[src/design/sec_pkg.sv]
/*
  Package for the sector check-code and burst-trap unit: register offsets,
  field positions, reset values and cycle counts.
  Assumes a single 50 MHz clock and a plain strobe register port.
*/
package sec_pkg;
  // register offsets
  localparam logic [3:0] ADDR_ERR1    = 4'h0;
  localparam logic [3:0] ADDR_OFFSET  = 4'h1;
  localparam logic [3:0] ADDR_STATUS  = 4'h2;
  localparam logic [3:0] ADDR_PATTERN = 4'h3;
  localparam logic [3:0] ADDR_POS     = 4'h4;
  localparam logic [3:0] ADDR_CTRL    = 4'h5;
  // field positions
  localparam int ERR1_DCK_BIT   = 15;
  localparam int ERR1_UNC_BIT   = 14;
  localparam int OFS_ECI_BIT    = 11;
  localparam int STAT_CERR_BIT  = 14;
  localparam int STAT_DONE_BIT  = 7;
  localparam int STAT_BUSY_BIT  = 6;
  localparam int CTRL_FMT18_BIT = 0;
  localparam int CTRL_CLR_BIT   = 1;
  // check register geometry
  localparam int CHK_W     = 32;
  localparam int ZERO_W    = 21;
  localparam int BURST_W   = 11;
  localparam int MSB_BIT   = 31;
  localparam logic [31:0] CHK_POLY  = 32'h00a00805;
  localparam logic [31:0] CHK_RESET = 32'h00000000;
  // counts
  localparam int CNT_W = 14;
  localparam logic [13:0] HARD_CNT_16 = 14'd4128;
  localparam logic [13:0] HARD_CNT_18 = 14'd4640;
  localparam logic [13:0] LEAD_ZEROS_16 = 14'h0040;
  localparam logic [13:0] LEAD_ZEROS_18 = 14'h0040;
  localparam logic [15:0] REG_RESET = 16'h0000;
endpackage : sec_pkg

[src/design/sec_burst_corrector.sv]
/*
  Sector check-code unit: builds the 32-bit check field on writes, checks
  it on reads, and traps an 11-bit burst on a data check.
  Assumes window and command inputs synchronous to ref_clk, one bit per
  clock while a window is open, and software reads over a strobe port.
*/
// How it works
// - write builds 32-bit code over 256-word data, sent right after data.
// - write with data window enables feedback, each sent bit enters register.
// - check window on write: flop follows bit 31 to form check output.
// - read with data window enables feedback, each read bit enters register.
// - on a read, check window follows data window, keeping feedback on for check bits.
// - low 21 bits zero at check end: syndrome zero, normal end-of-block.
// - nonzero syndrome at check end sets data check flag, error bit 15.
// - data check sets composite error, which raises attention.
// - data check holds end-of-block until correction finishes.
// - correction inhibit sends end-of-block and skips correction.
// - data check without inhibit starts correction and the bit counter.
// - after leading-zero shifts, field entry enables position and detect.
// - position counts each data bit shifted after field entry.
// - low 21 zero during correction ends it; position holds burst start.
// - done freezes register so 11 pattern bits stay readable.
// - done forces end-of-block to the controller.
// - burst detection stops the position counter.
// - count 4128 or 4640 after entry without zeros sets uncorrectable.
// - burst pattern and position readable by software.
module sec_burst_corrector #(
  parameter logic [13:0] LEAD_16 = sec_pkg::LEAD_ZEROS_16,
  parameter logic [13:0] LEAD_18 = sec_pkg::LEAD_ZEROS_18
) (
  // clock and reset
  input  wire logic        ref_clk,
  input  wire logic        arst_n,
  // sector sequencing
  input  wire logic        write_cmd_active,
  input  wire logic        read_cmd_active,
  input  wire logic        data_window,
  input  wire logic        check_window,
  input  wire logic        serial_bit_in,
  // controller side
  output logic             check_bits_out,
  output logic             sector_end_signal,
  output logic             attention,
  output logic             data_check_flag,
  output logic             uncorrectable_flag,
  output logic             correction_done,
  // register port
  input  wire logic [3:0]  reg_addr,
  input  wire logic [15:0] reg_wdata,
  input  wire logic        reg_wr,
  input  wire logic        reg_rd,
  output logic [15:0]      reg_rdata
);

  typedef enum logic [2:0] {
    SEC_IDLE, SEC_DATA, SEC_CHECK, SEC_CORR, SEC_END
  } sec_state_e;

  sec_state_e           state;
  logic [31:0]          chk;
  logic [13:0]          bit_cnt;
  logic [13:0]          pos_cnt;
  logic                 field_entry;
  logic                 correction_active;
  logic                 correction_inhibit;
  logic                 fmt18;
  logic                 data_win_q;
  logic                 check_win_q;
  logic                 composite_err;
  logic                 feedback_enable;
  logic                 syndrome_zero;
  logic                 data_start;
  logic                 check_end;
  logic                 hard_error_detect;
  logic                 set_data_check;
  logic                 sw_clear;
  logic [13:0]          lead_cnt;
  logic [13:0]          hard_cnt;
  logic                 corr_end;

  // one feedback step of the check register
  function automatic logic [31:0] chk_step(input logic [31:0] r,
                                           input logic        b);
    logic fb;
    fb = r[sec_pkg::MSB_BIT] ^ b;
    chk_step = {r[30:0], 1'b0} ^ (fb ? sec_pkg::CHK_POLY : 32'h00000000);
  endfunction : chk_step

  // a trapped burst or the hard limit both close the correction pass
  function automatic logic corr_finish(input logic entered,
                                       input logic zero,
                                       input logic hard);
    corr_finish = (entered & zero) | hard;
  endfunction : corr_finish

  assign data_start = data_window & ~data_win_q;
  assign check_end  = check_win_q & ~check_window;
  assign sw_clear   = reg_wr & (reg_addr == sec_pkg::ADDR_CTRL) &
                      reg_wdata[sec_pkg::CTRL_CLR_BIT];
  // zero detect
  // only the low 21 bits are watched; the 11 high bits carry the burst
  assign syndrome_zero = (chk[sec_pkg::ZERO_W-1:0] == 21'h000000);
  assign lead_cnt = fmt18 ? LEAD_18 : LEAD_16;
  assign hard_cnt = fmt18 ? sec_pkg::HARD_CNT_18 : sec_pkg::HARD_CNT_16;
  // feedback gating
  // the state test keeps idle line noise out of the register between sectors
  assign feedback_enable = ((write_cmd_active | read_cmd_active) &
                            (data_window | check_window) &
                            (state == SEC_DATA || state == SEC_CHECK)) |
                           correction_active;
  assign set_data_check = read_cmd_active & check_end & ~syndrome_zero &
                          (state == SEC_CHECK);
  // hard limit after field entry
  // counted from entry, so a long lead-zero run does not eat into the limit
  assign hard_error_detect = correction_active & field_entry &
                             (pos_cnt >= hard_cnt) & ~syndrome_zero;
  assign corr_end = corr_finish(field_entry, syndrome_zero,
                                hard_error_detect);

  // window edges are found against the previous sample of each window
  always_ff @(posedge ref_clk or negedge arst_n) begin
    if (!arst_n) begin
      data_win_q  <= 1'b0;
      check_win_q <= 1'b0;
    end else begin
      data_win_q  <= data_window;
      check_win_q <= check_window;
    end
  end

  // sequencing
  always_ff @(posedge ref_clk or negedge arst_n) begin
    if (!arst_n) begin
      state <= SEC_IDLE;
    end else if (data_start) begin
      state <= SEC_DATA;
    end else begin
      case (state)
        SEC_IDLE: state <= SEC_IDLE;
        SEC_DATA: begin
          if (check_window) begin
            state <= SEC_CHECK;
          end
        end
        SEC_CHECK: begin
          if (check_end) begin
            if (set_data_check && !correction_inhibit) begin
              state <= SEC_CORR;
            end else begin
              state <= SEC_END;
            end
          end
        end
        SEC_CORR: begin
          if (corr_end) begin
            state <= SEC_END;
          end
        end
        SEC_END: state <= SEC_END;
        default: state <= SEC_IDLE;
      endcase
    end
  end

  always_ff @(posedge ref_clk or negedge arst_n) begin
    if (!arst_n) begin
      chk <= sec_pkg::CHK_RESET;
    end else if (data_start) begin
      chk <= chk_step(sec_pkg::CHK_RESET, serial_bit_in);
    end else if (correction_done) begin
      chk <= chk;
    end else if (correction_active) begin
      chk <= chk_step(chk, 1'b0);
    end else if (feedback_enable && (read_cmd_active || data_window)) begin
      chk <= chk_step(chk, serial_bit_in);
    end else if (feedback_enable && write_cmd_active) begin
      // a write shifts the code out msb first instead of feeding it back
      chk <= {chk[30:0], 1'b0};
    end
  end

  // check field output flop
  // gated by the window so the pin rests low between check fields
  always_ff @(posedge ref_clk or negedge arst_n) begin
    if (!arst_n) begin
      check_bits_out <= 1'b0;
    end else begin
      check_bits_out <= write_cmd_active & check_window &
                        chk[sec_pkg::MSB_BIT];
    end
  end

  always_ff @(posedge ref_clk or negedge arst_n) begin
    if (!arst_n) begin
      correction_active <= 1'b0;
    end else if (data_start) begin
      correction_active <= 1'b0;
    end else if (state == SEC_CHECK && check_end && set_data_check &&
                 !correction_inhibit) begin
      correction_active <= 1'b1;
    end else if (corr_end) begin
      correction_active <= 1'b0;
    end
  end

  always_ff @(posedge ref_clk or negedge arst_n) begin
    if (!arst_n) begin
      bit_cnt <= 14'h0000;
    end else if (data_start) begin
      bit_cnt <= 14'h0000;
    end else if (correction_active && !field_entry) begin
      bit_cnt <= bit_cnt + 14'h0001;
    end
  end

  // field entry
  // entry is sticky, so the counter freezes at the lead count and cannot wrap
  always_ff @(posedge ref_clk or negedge arst_n) begin
    if (!arst_n) begin
      field_entry <= 1'b0;
    end else if (data_start) begin
      field_entry <= 1'b0;
    end else if (correction_active && !field_entry &&
                 (bit_cnt + 14'h0001 >= lead_cnt)) begin
      field_entry <= 1'b1;
    end
  end

  // position counter
  // counted from field entry, so it reads as a bit offset into the data
  always_ff @(posedge ref_clk or negedge arst_n) begin
    if (!arst_n) begin
      pos_cnt <= 14'h0000;
    end else if (data_start) begin
      pos_cnt <= 14'h0000;
    end else if (correction_active && field_entry && !syndrome_zero &&
                 !hard_error_detect) begin
      pos_cnt <= pos_cnt + 14'h0001;
    end
  end

  always_ff @(posedge ref_clk or negedge arst_n) begin
    if (!arst_n) begin
      correction_done <= 1'b0;
    end else if (data_start) begin
      correction_done <= 1'b0;
    end else if (correction_active && field_entry && syndrome_zero) begin
      correction_done <= 1'b1;
    end
  end

  // end-of-block pulse
  // a held data check is released only by the trap or the hard limit
  always_ff @(posedge ref_clk or negedge arst_n) begin
    if (!arst_n) begin
      sector_end_signal <= 1'b0;
    end else if (data_start) begin
      sector_end_signal <= 1'b0;
    end else if (correction_active && field_entry && syndrome_zero) begin
      sector_end_signal <= 1'b1;
    end else if (hard_error_detect) begin
      sector_end_signal <= 1'b1;
    end else if (state == SEC_CHECK && check_end) begin
      sector_end_signal <= ~set_data_check | correction_inhibit;
    end else begin
      sector_end_signal <= 1'b0;
    end
  end

  // data check, set wins over software clear
  always_ff @(posedge ref_clk or negedge arst_n) begin
    if (!arst_n) begin
      data_check_flag <= 1'b0;
    end else if (set_data_check) begin
      data_check_flag <= 1'b1;
    end else if (data_start || sw_clear) begin
      data_check_flag <= 1'b0;
    end
  end

  // hard error, set wins over software clear
  always_ff @(posedge ref_clk or negedge arst_n) begin
    if (!arst_n) begin
      uncorrectable_flag <= 1'b0;
    end else if (hard_error_detect) begin
      uncorrectable_flag <= 1'b1;
    end else if (data_start || sw_clear) begin
      uncorrectable_flag <= 1'b0;
    end
  end

  always_ff @(posedge ref_clk or negedge arst_n) begin
    if (!arst_n) begin
      composite_err <= 1'b0;
      attention     <= 1'b0;
    end else begin
      if (set_data_check || hard_error_detect) begin
        composite_err <= 1'b1;
      end else if (sw_clear) begin
        composite_err <= 1'b0;
      end
      // the raw events pass straight through, so attention rises in the same cycle as the flag
      attention <= composite_err | set_data_check | hard_error_detect;
    end
  end

  // software control bits
  // not guarded against a change in mid-correction: the lead and hard
  // counts follow the format bit at once
  always_ff @(posedge ref_clk or negedge arst_n) begin
    if (!arst_n) begin
      correction_inhibit <= 1'b0;
      fmt18              <= 1'b0;
    end else if (reg_wr) begin
      if (reg_addr == sec_pkg::ADDR_OFFSET) begin
        correction_inhibit <= reg_wdata[sec_pkg::OFS_ECI_BIT];
      end
      if (reg_addr == sec_pkg::ADDR_CTRL) begin
        fmt18 <= reg_wdata[sec_pkg::CTRL_FMT18_BIT];
      end
    end
  end

  // register read-back, data valid one cycle after strobe
  // zero outside the answer cycle, so a late sample shows nothing stale
  always_ff @(posedge ref_clk or negedge arst_n) begin
    if (!arst_n) begin
      reg_rdata <= sec_pkg::REG_RESET;
    end else if (reg_rd) begin
      case (reg_addr)
        sec_pkg::ADDR_ERR1:
          reg_rdata <= {data_check_flag, uncorrectable_flag, 14'h0000};
        sec_pkg::ADDR_OFFSET:
          reg_rdata <= {4'h0, correction_inhibit, 11'h000};
        sec_pkg::ADDR_STATUS:
          reg_rdata <= {1'b0, composite_err, 6'h00, correction_done,
                        correction_active, 6'h00};
        sec_pkg::ADDR_PATTERN:
          reg_rdata <= {5'h00, chk[31:21]};
        sec_pkg::ADDR_POS:
          reg_rdata <= {2'b00, pos_cnt};
        sec_pkg::ADDR_CTRL:
          reg_rdata <= {15'h0000, fmt18};
        default:
          reg_rdata <= 16'h0000;
      endcase
    end else begin
      reg_rdata <= 16'h0000;
    end
  end

endmodule : sec_burst_corrector

[config.mk]
export PLATFORM = sky130hd
export DESIGN_NAME = sec_burst_corrector
export DESIGN_NICKNAME = d
export VERILOG_FILES = /design/src/design/sec_pkg.sv /design/src/design/sec_burst_corrector.sv
export SDC_FILE = /design/constraint.sdc
export NUM_CORES = 1
export LEC_CHECK = 0
export ABC_AREA = 0
export BUFFER_PORTS_ARGS = -buffer_cell sky130_fd_sc_hd__buf_4
export CAP_MARGIN = 20
export CORE_MARGIN = 2
export CORE_UTILIZATION = 55
export CTS_CLUSTER_DIAMETER = 100
export DETAILED_ROUTE_END_ITERATION = 16
export PLACE_DENSITY = 0.76
export SKIP_LAST_GASP = 1
export SYNTH_ARGS = -nofsm -noshare
export SYNTH_HDL_FRONTEND = slang
export SYNTH_SLANG_ARGS = --single-unit
[constraint.sdc]
create_clock -name ref_clk -period 3.7 [get_ports ref_clk]
set_input_delay 0.555 -clock ref_clk [delete_from_list [all_inputs] [get_ports ref_clk]]
set_output_delay 0.555 -clock ref_clk [all_outputs]
set_load 0.01 [all_outputs]
==> impl_metrics.toml <==
[status]
status = "finished clean"

[worst_setup_path]
cp_top_family = "simple AND/OR/NAND/NOR gates"
critPathBufInv = 0
crit_arrival_ns = 3.09
critPathMaxFanout = 14
path_class = "reg2reg"
cpMaxStageDelayCell = "or4_1"
cp_cell_sequence = "or4_4, a311oi_4, o2111ai_2, or4_1, a21oi_1"
cp-end-kind = "flip-flop"
cp-start-kind = "flip-flop"
required_ns = 3.98
cp_slowest_stage_delay_ns = 0.62

[floorplanning]
io_pins = 51
core_um2 = 8175
start_util = 0.5650
core.rowCount = 33
die_w_um = 95.65
dieArea_um2 = 9148
die_h_um = 95.65

[global_routing]
grt_pass1_vias = 3618
grt_use_total = 0.2360
globalRouteOverflowTotal = 0
grt_max_degree = 63
antenna_found_initial = 0
grt_pass1_wl_mm = 16.89

[clock_network]
cts-resized-gates = 0
clock_tree.buffer_depth = 2
cts_hold_buf = 0
cts_made_buffers = 9
clkLatencyLatePin_ns = 0.35
cts_tree = "yes"
cts-root-buf = "clkbuf_8"
postCtsSetupBuffers = 0
cts.sinks = 92
cts.clk_slew.worst_paths_ns = 0.10
cts-htree-levels = 3

[logic_synthesis]
syn_inst = 509
ys.flop_type = "dfrtp_1"
synth-seq-cells = 92
synth_cell_type_count = 57
ys_warn_count = 0
synth_area_per_cell_um2 = 9.076
synth_area_leaders = "dfrtp_1 (50%), nand2_1 (7.3%), a21oi_1 (5.0%)"
yosys.area.top_type_share = 0.4984
synth_fp_nets = 543
async_reset_ff_frac = 1.000
synth_edf_count = 0
yosysTopAreaCell = "dfrtp_1"
yosysSeqAreaShare = 0.4984
syn_area_um2 = 4619

[timing]
timing.slew.headroom = 0.2878
rsz0062_at_grt = "false"
period_share = 0.7585
fmax_mhz = 356.3
period_needed_ns = 2.807
worst_slew_pin_slew_ns = 1.057
skew_ns = 0.01511
maxSlewViolCount = 0
finalHoldViolations = 0
tns_ns = 0
setup_viol = 0

[layout]
layout_commonest_cell = "dfrtp_1"
final_nets = 567
n_antenna_cell = 0
synthToLayoutAreaGrowth_pct = 12.95
drive_above_1_share = 0.1375
fin_cells = 643
mostFrequentLayoutCells = "dfrtp_1 (92), nand2_1 (90), nor2_1 (46), a21oi_1 (46), buf_4 (44)"

[detailed_routing]
via_per_inst = 6.014
dr_total_vias = 3867
drtIter0Drc = 279
drt.antenna.violating_nets = 0
wl_per_cell_um = 15.87
drcViolationCount = 0
dr.pass1.iters = 5
drt-total-wl_mm = 10.21

[placed_design]
place_congestion = 0.8462
place_inst = 627
hpwl_mm = 7.011
port_buffers = 37

[pwr]
power_per_cell_area_nw_per_um2 = 553.0
vdd_ir_drop_max_v = 0.0002774
p_leak_nw = 2.248

[run]
maxCapViolCount = 0

[worst_hold_path]
hold_path.class = "in2async"
==> worst reg2reg max path: stages (launching register included) <==
cell       delay [ns]
dfrtp_1          0.46
or4_4            0.59
a311oi_4         0.47
o2111ai_2        0.43
or4_1            0.62
a21oi_1          0.16
==> final cells by class <==
class	count	area, um^2
Sequential cell	92	2302
Timing Repair Buffer	44	330.3
Fill cell	668	2958
Tap cell	105	131.4
Clock inverter	7	120.1
Clock buffer	9	123.9
Multi-Input combinational cell	376	2172
Inverter	10	37.54
==> cell usage after synthesis (10+ instances only) <==
cell type	n
dfrtp_1	92
nand2_1	90
a21oi_1	46
nor2_1	46
clkbuf_1	21
o21ai_0	18
nand3_1	14
nor3_1	14
a22oi_1	10
inv_1	10
or3_1	10
xnor2_1	10
==> metal layers <==
| metal | share of wire | track usage | vias to the layer above |
|---|---|---|---|
| li1 | - | - | 1856 |
| met1 | 0.44 | 0.3043 | 1883 |
| met2 | 0.50 | 0.4009 | 113 |
| met3 | 0.040 | 0.03557 | 15 |
| met4 | 0.020 | 0.09048 | 0 |
| met5 | 0 | 0 | - |
==> worst paths after layout <==
path                                      startpoint                       to  slack [ns]  cells past startpoint
setup / recovery              pos_cnt[8]$_DFFE_PN0P_  pos_cnt[10]$_DFFE_PN0P_        0.89                      5
hold / removal                                arst_n  reg_rdata[15]$_DFF_PN0_        0.28                      1
setup reg to reg              pos_cnt[8]$_DFFE_PN0P_  pos_cnt[10]$_DFFE_PN0P_        0.89                      5
hold reg to reg            composite_err$_DFFE_PN0P_      attention$_DFF_PN0_        0.51                      1
max in group asynchronous                     arst_n   bit_cnt[1]$_DFFE_PN0P_        2.68                      2
min in group ref_clk                    check_window    check_win_q$_DFF_PN0_        0.36                      1
==> registers in the layout, summed over array words and instances (netlist names), 3 cells and up <==
signal     count
state          3
bit_cnt       14
reg_rdata     16
pos_cnt       14
chk           32
==> power by group <==
group | internal [W] | leakage (nW) | switching [W]
combinational | 0.000281 | 0.882 | 0.000456
clock | 0.000452 | 0.120 | 0.000356
sequential | 0.00117 | 1.25 | 0.000175
total | 0.00190 | 2.25 | 0.000987
==> kinds of logic after synthesis <==
family / Yosys count / share of synthesized area
XOR/XNOR: 17 / 0.03223
adder cells (fa/ha/maj): 5 / 0.01354
flip-flops: 92 / 0.4984
AND/OR/NAND/NOR: 226 / 0.2308
AO/OA/AOI/OAI: 120 / 0.1723
buffers and inverters: 41 / 0.03467
multiplexers: 8 / 0.01815
==> through the flow <==
stage	instance area [um^2]	utilization	setup slack [ns]	total power (W)	hold WS, ns
floorplan	4619	-	1.443	0.001855	0.2594
global placement	4974	0.6084	0.9834	0.002064	0.4812
detailed placement	4974	0.6084	0.9273	0.002087	0.4894
CTS	5218	0.6382	0.9025	0.002899	0.2992
global route	5218	0.6382	0.7957	0.003060	0.3297
finish	5218	0.6382	0.8934	0.002885	0.2761
(Power assumes the default switching activity.)
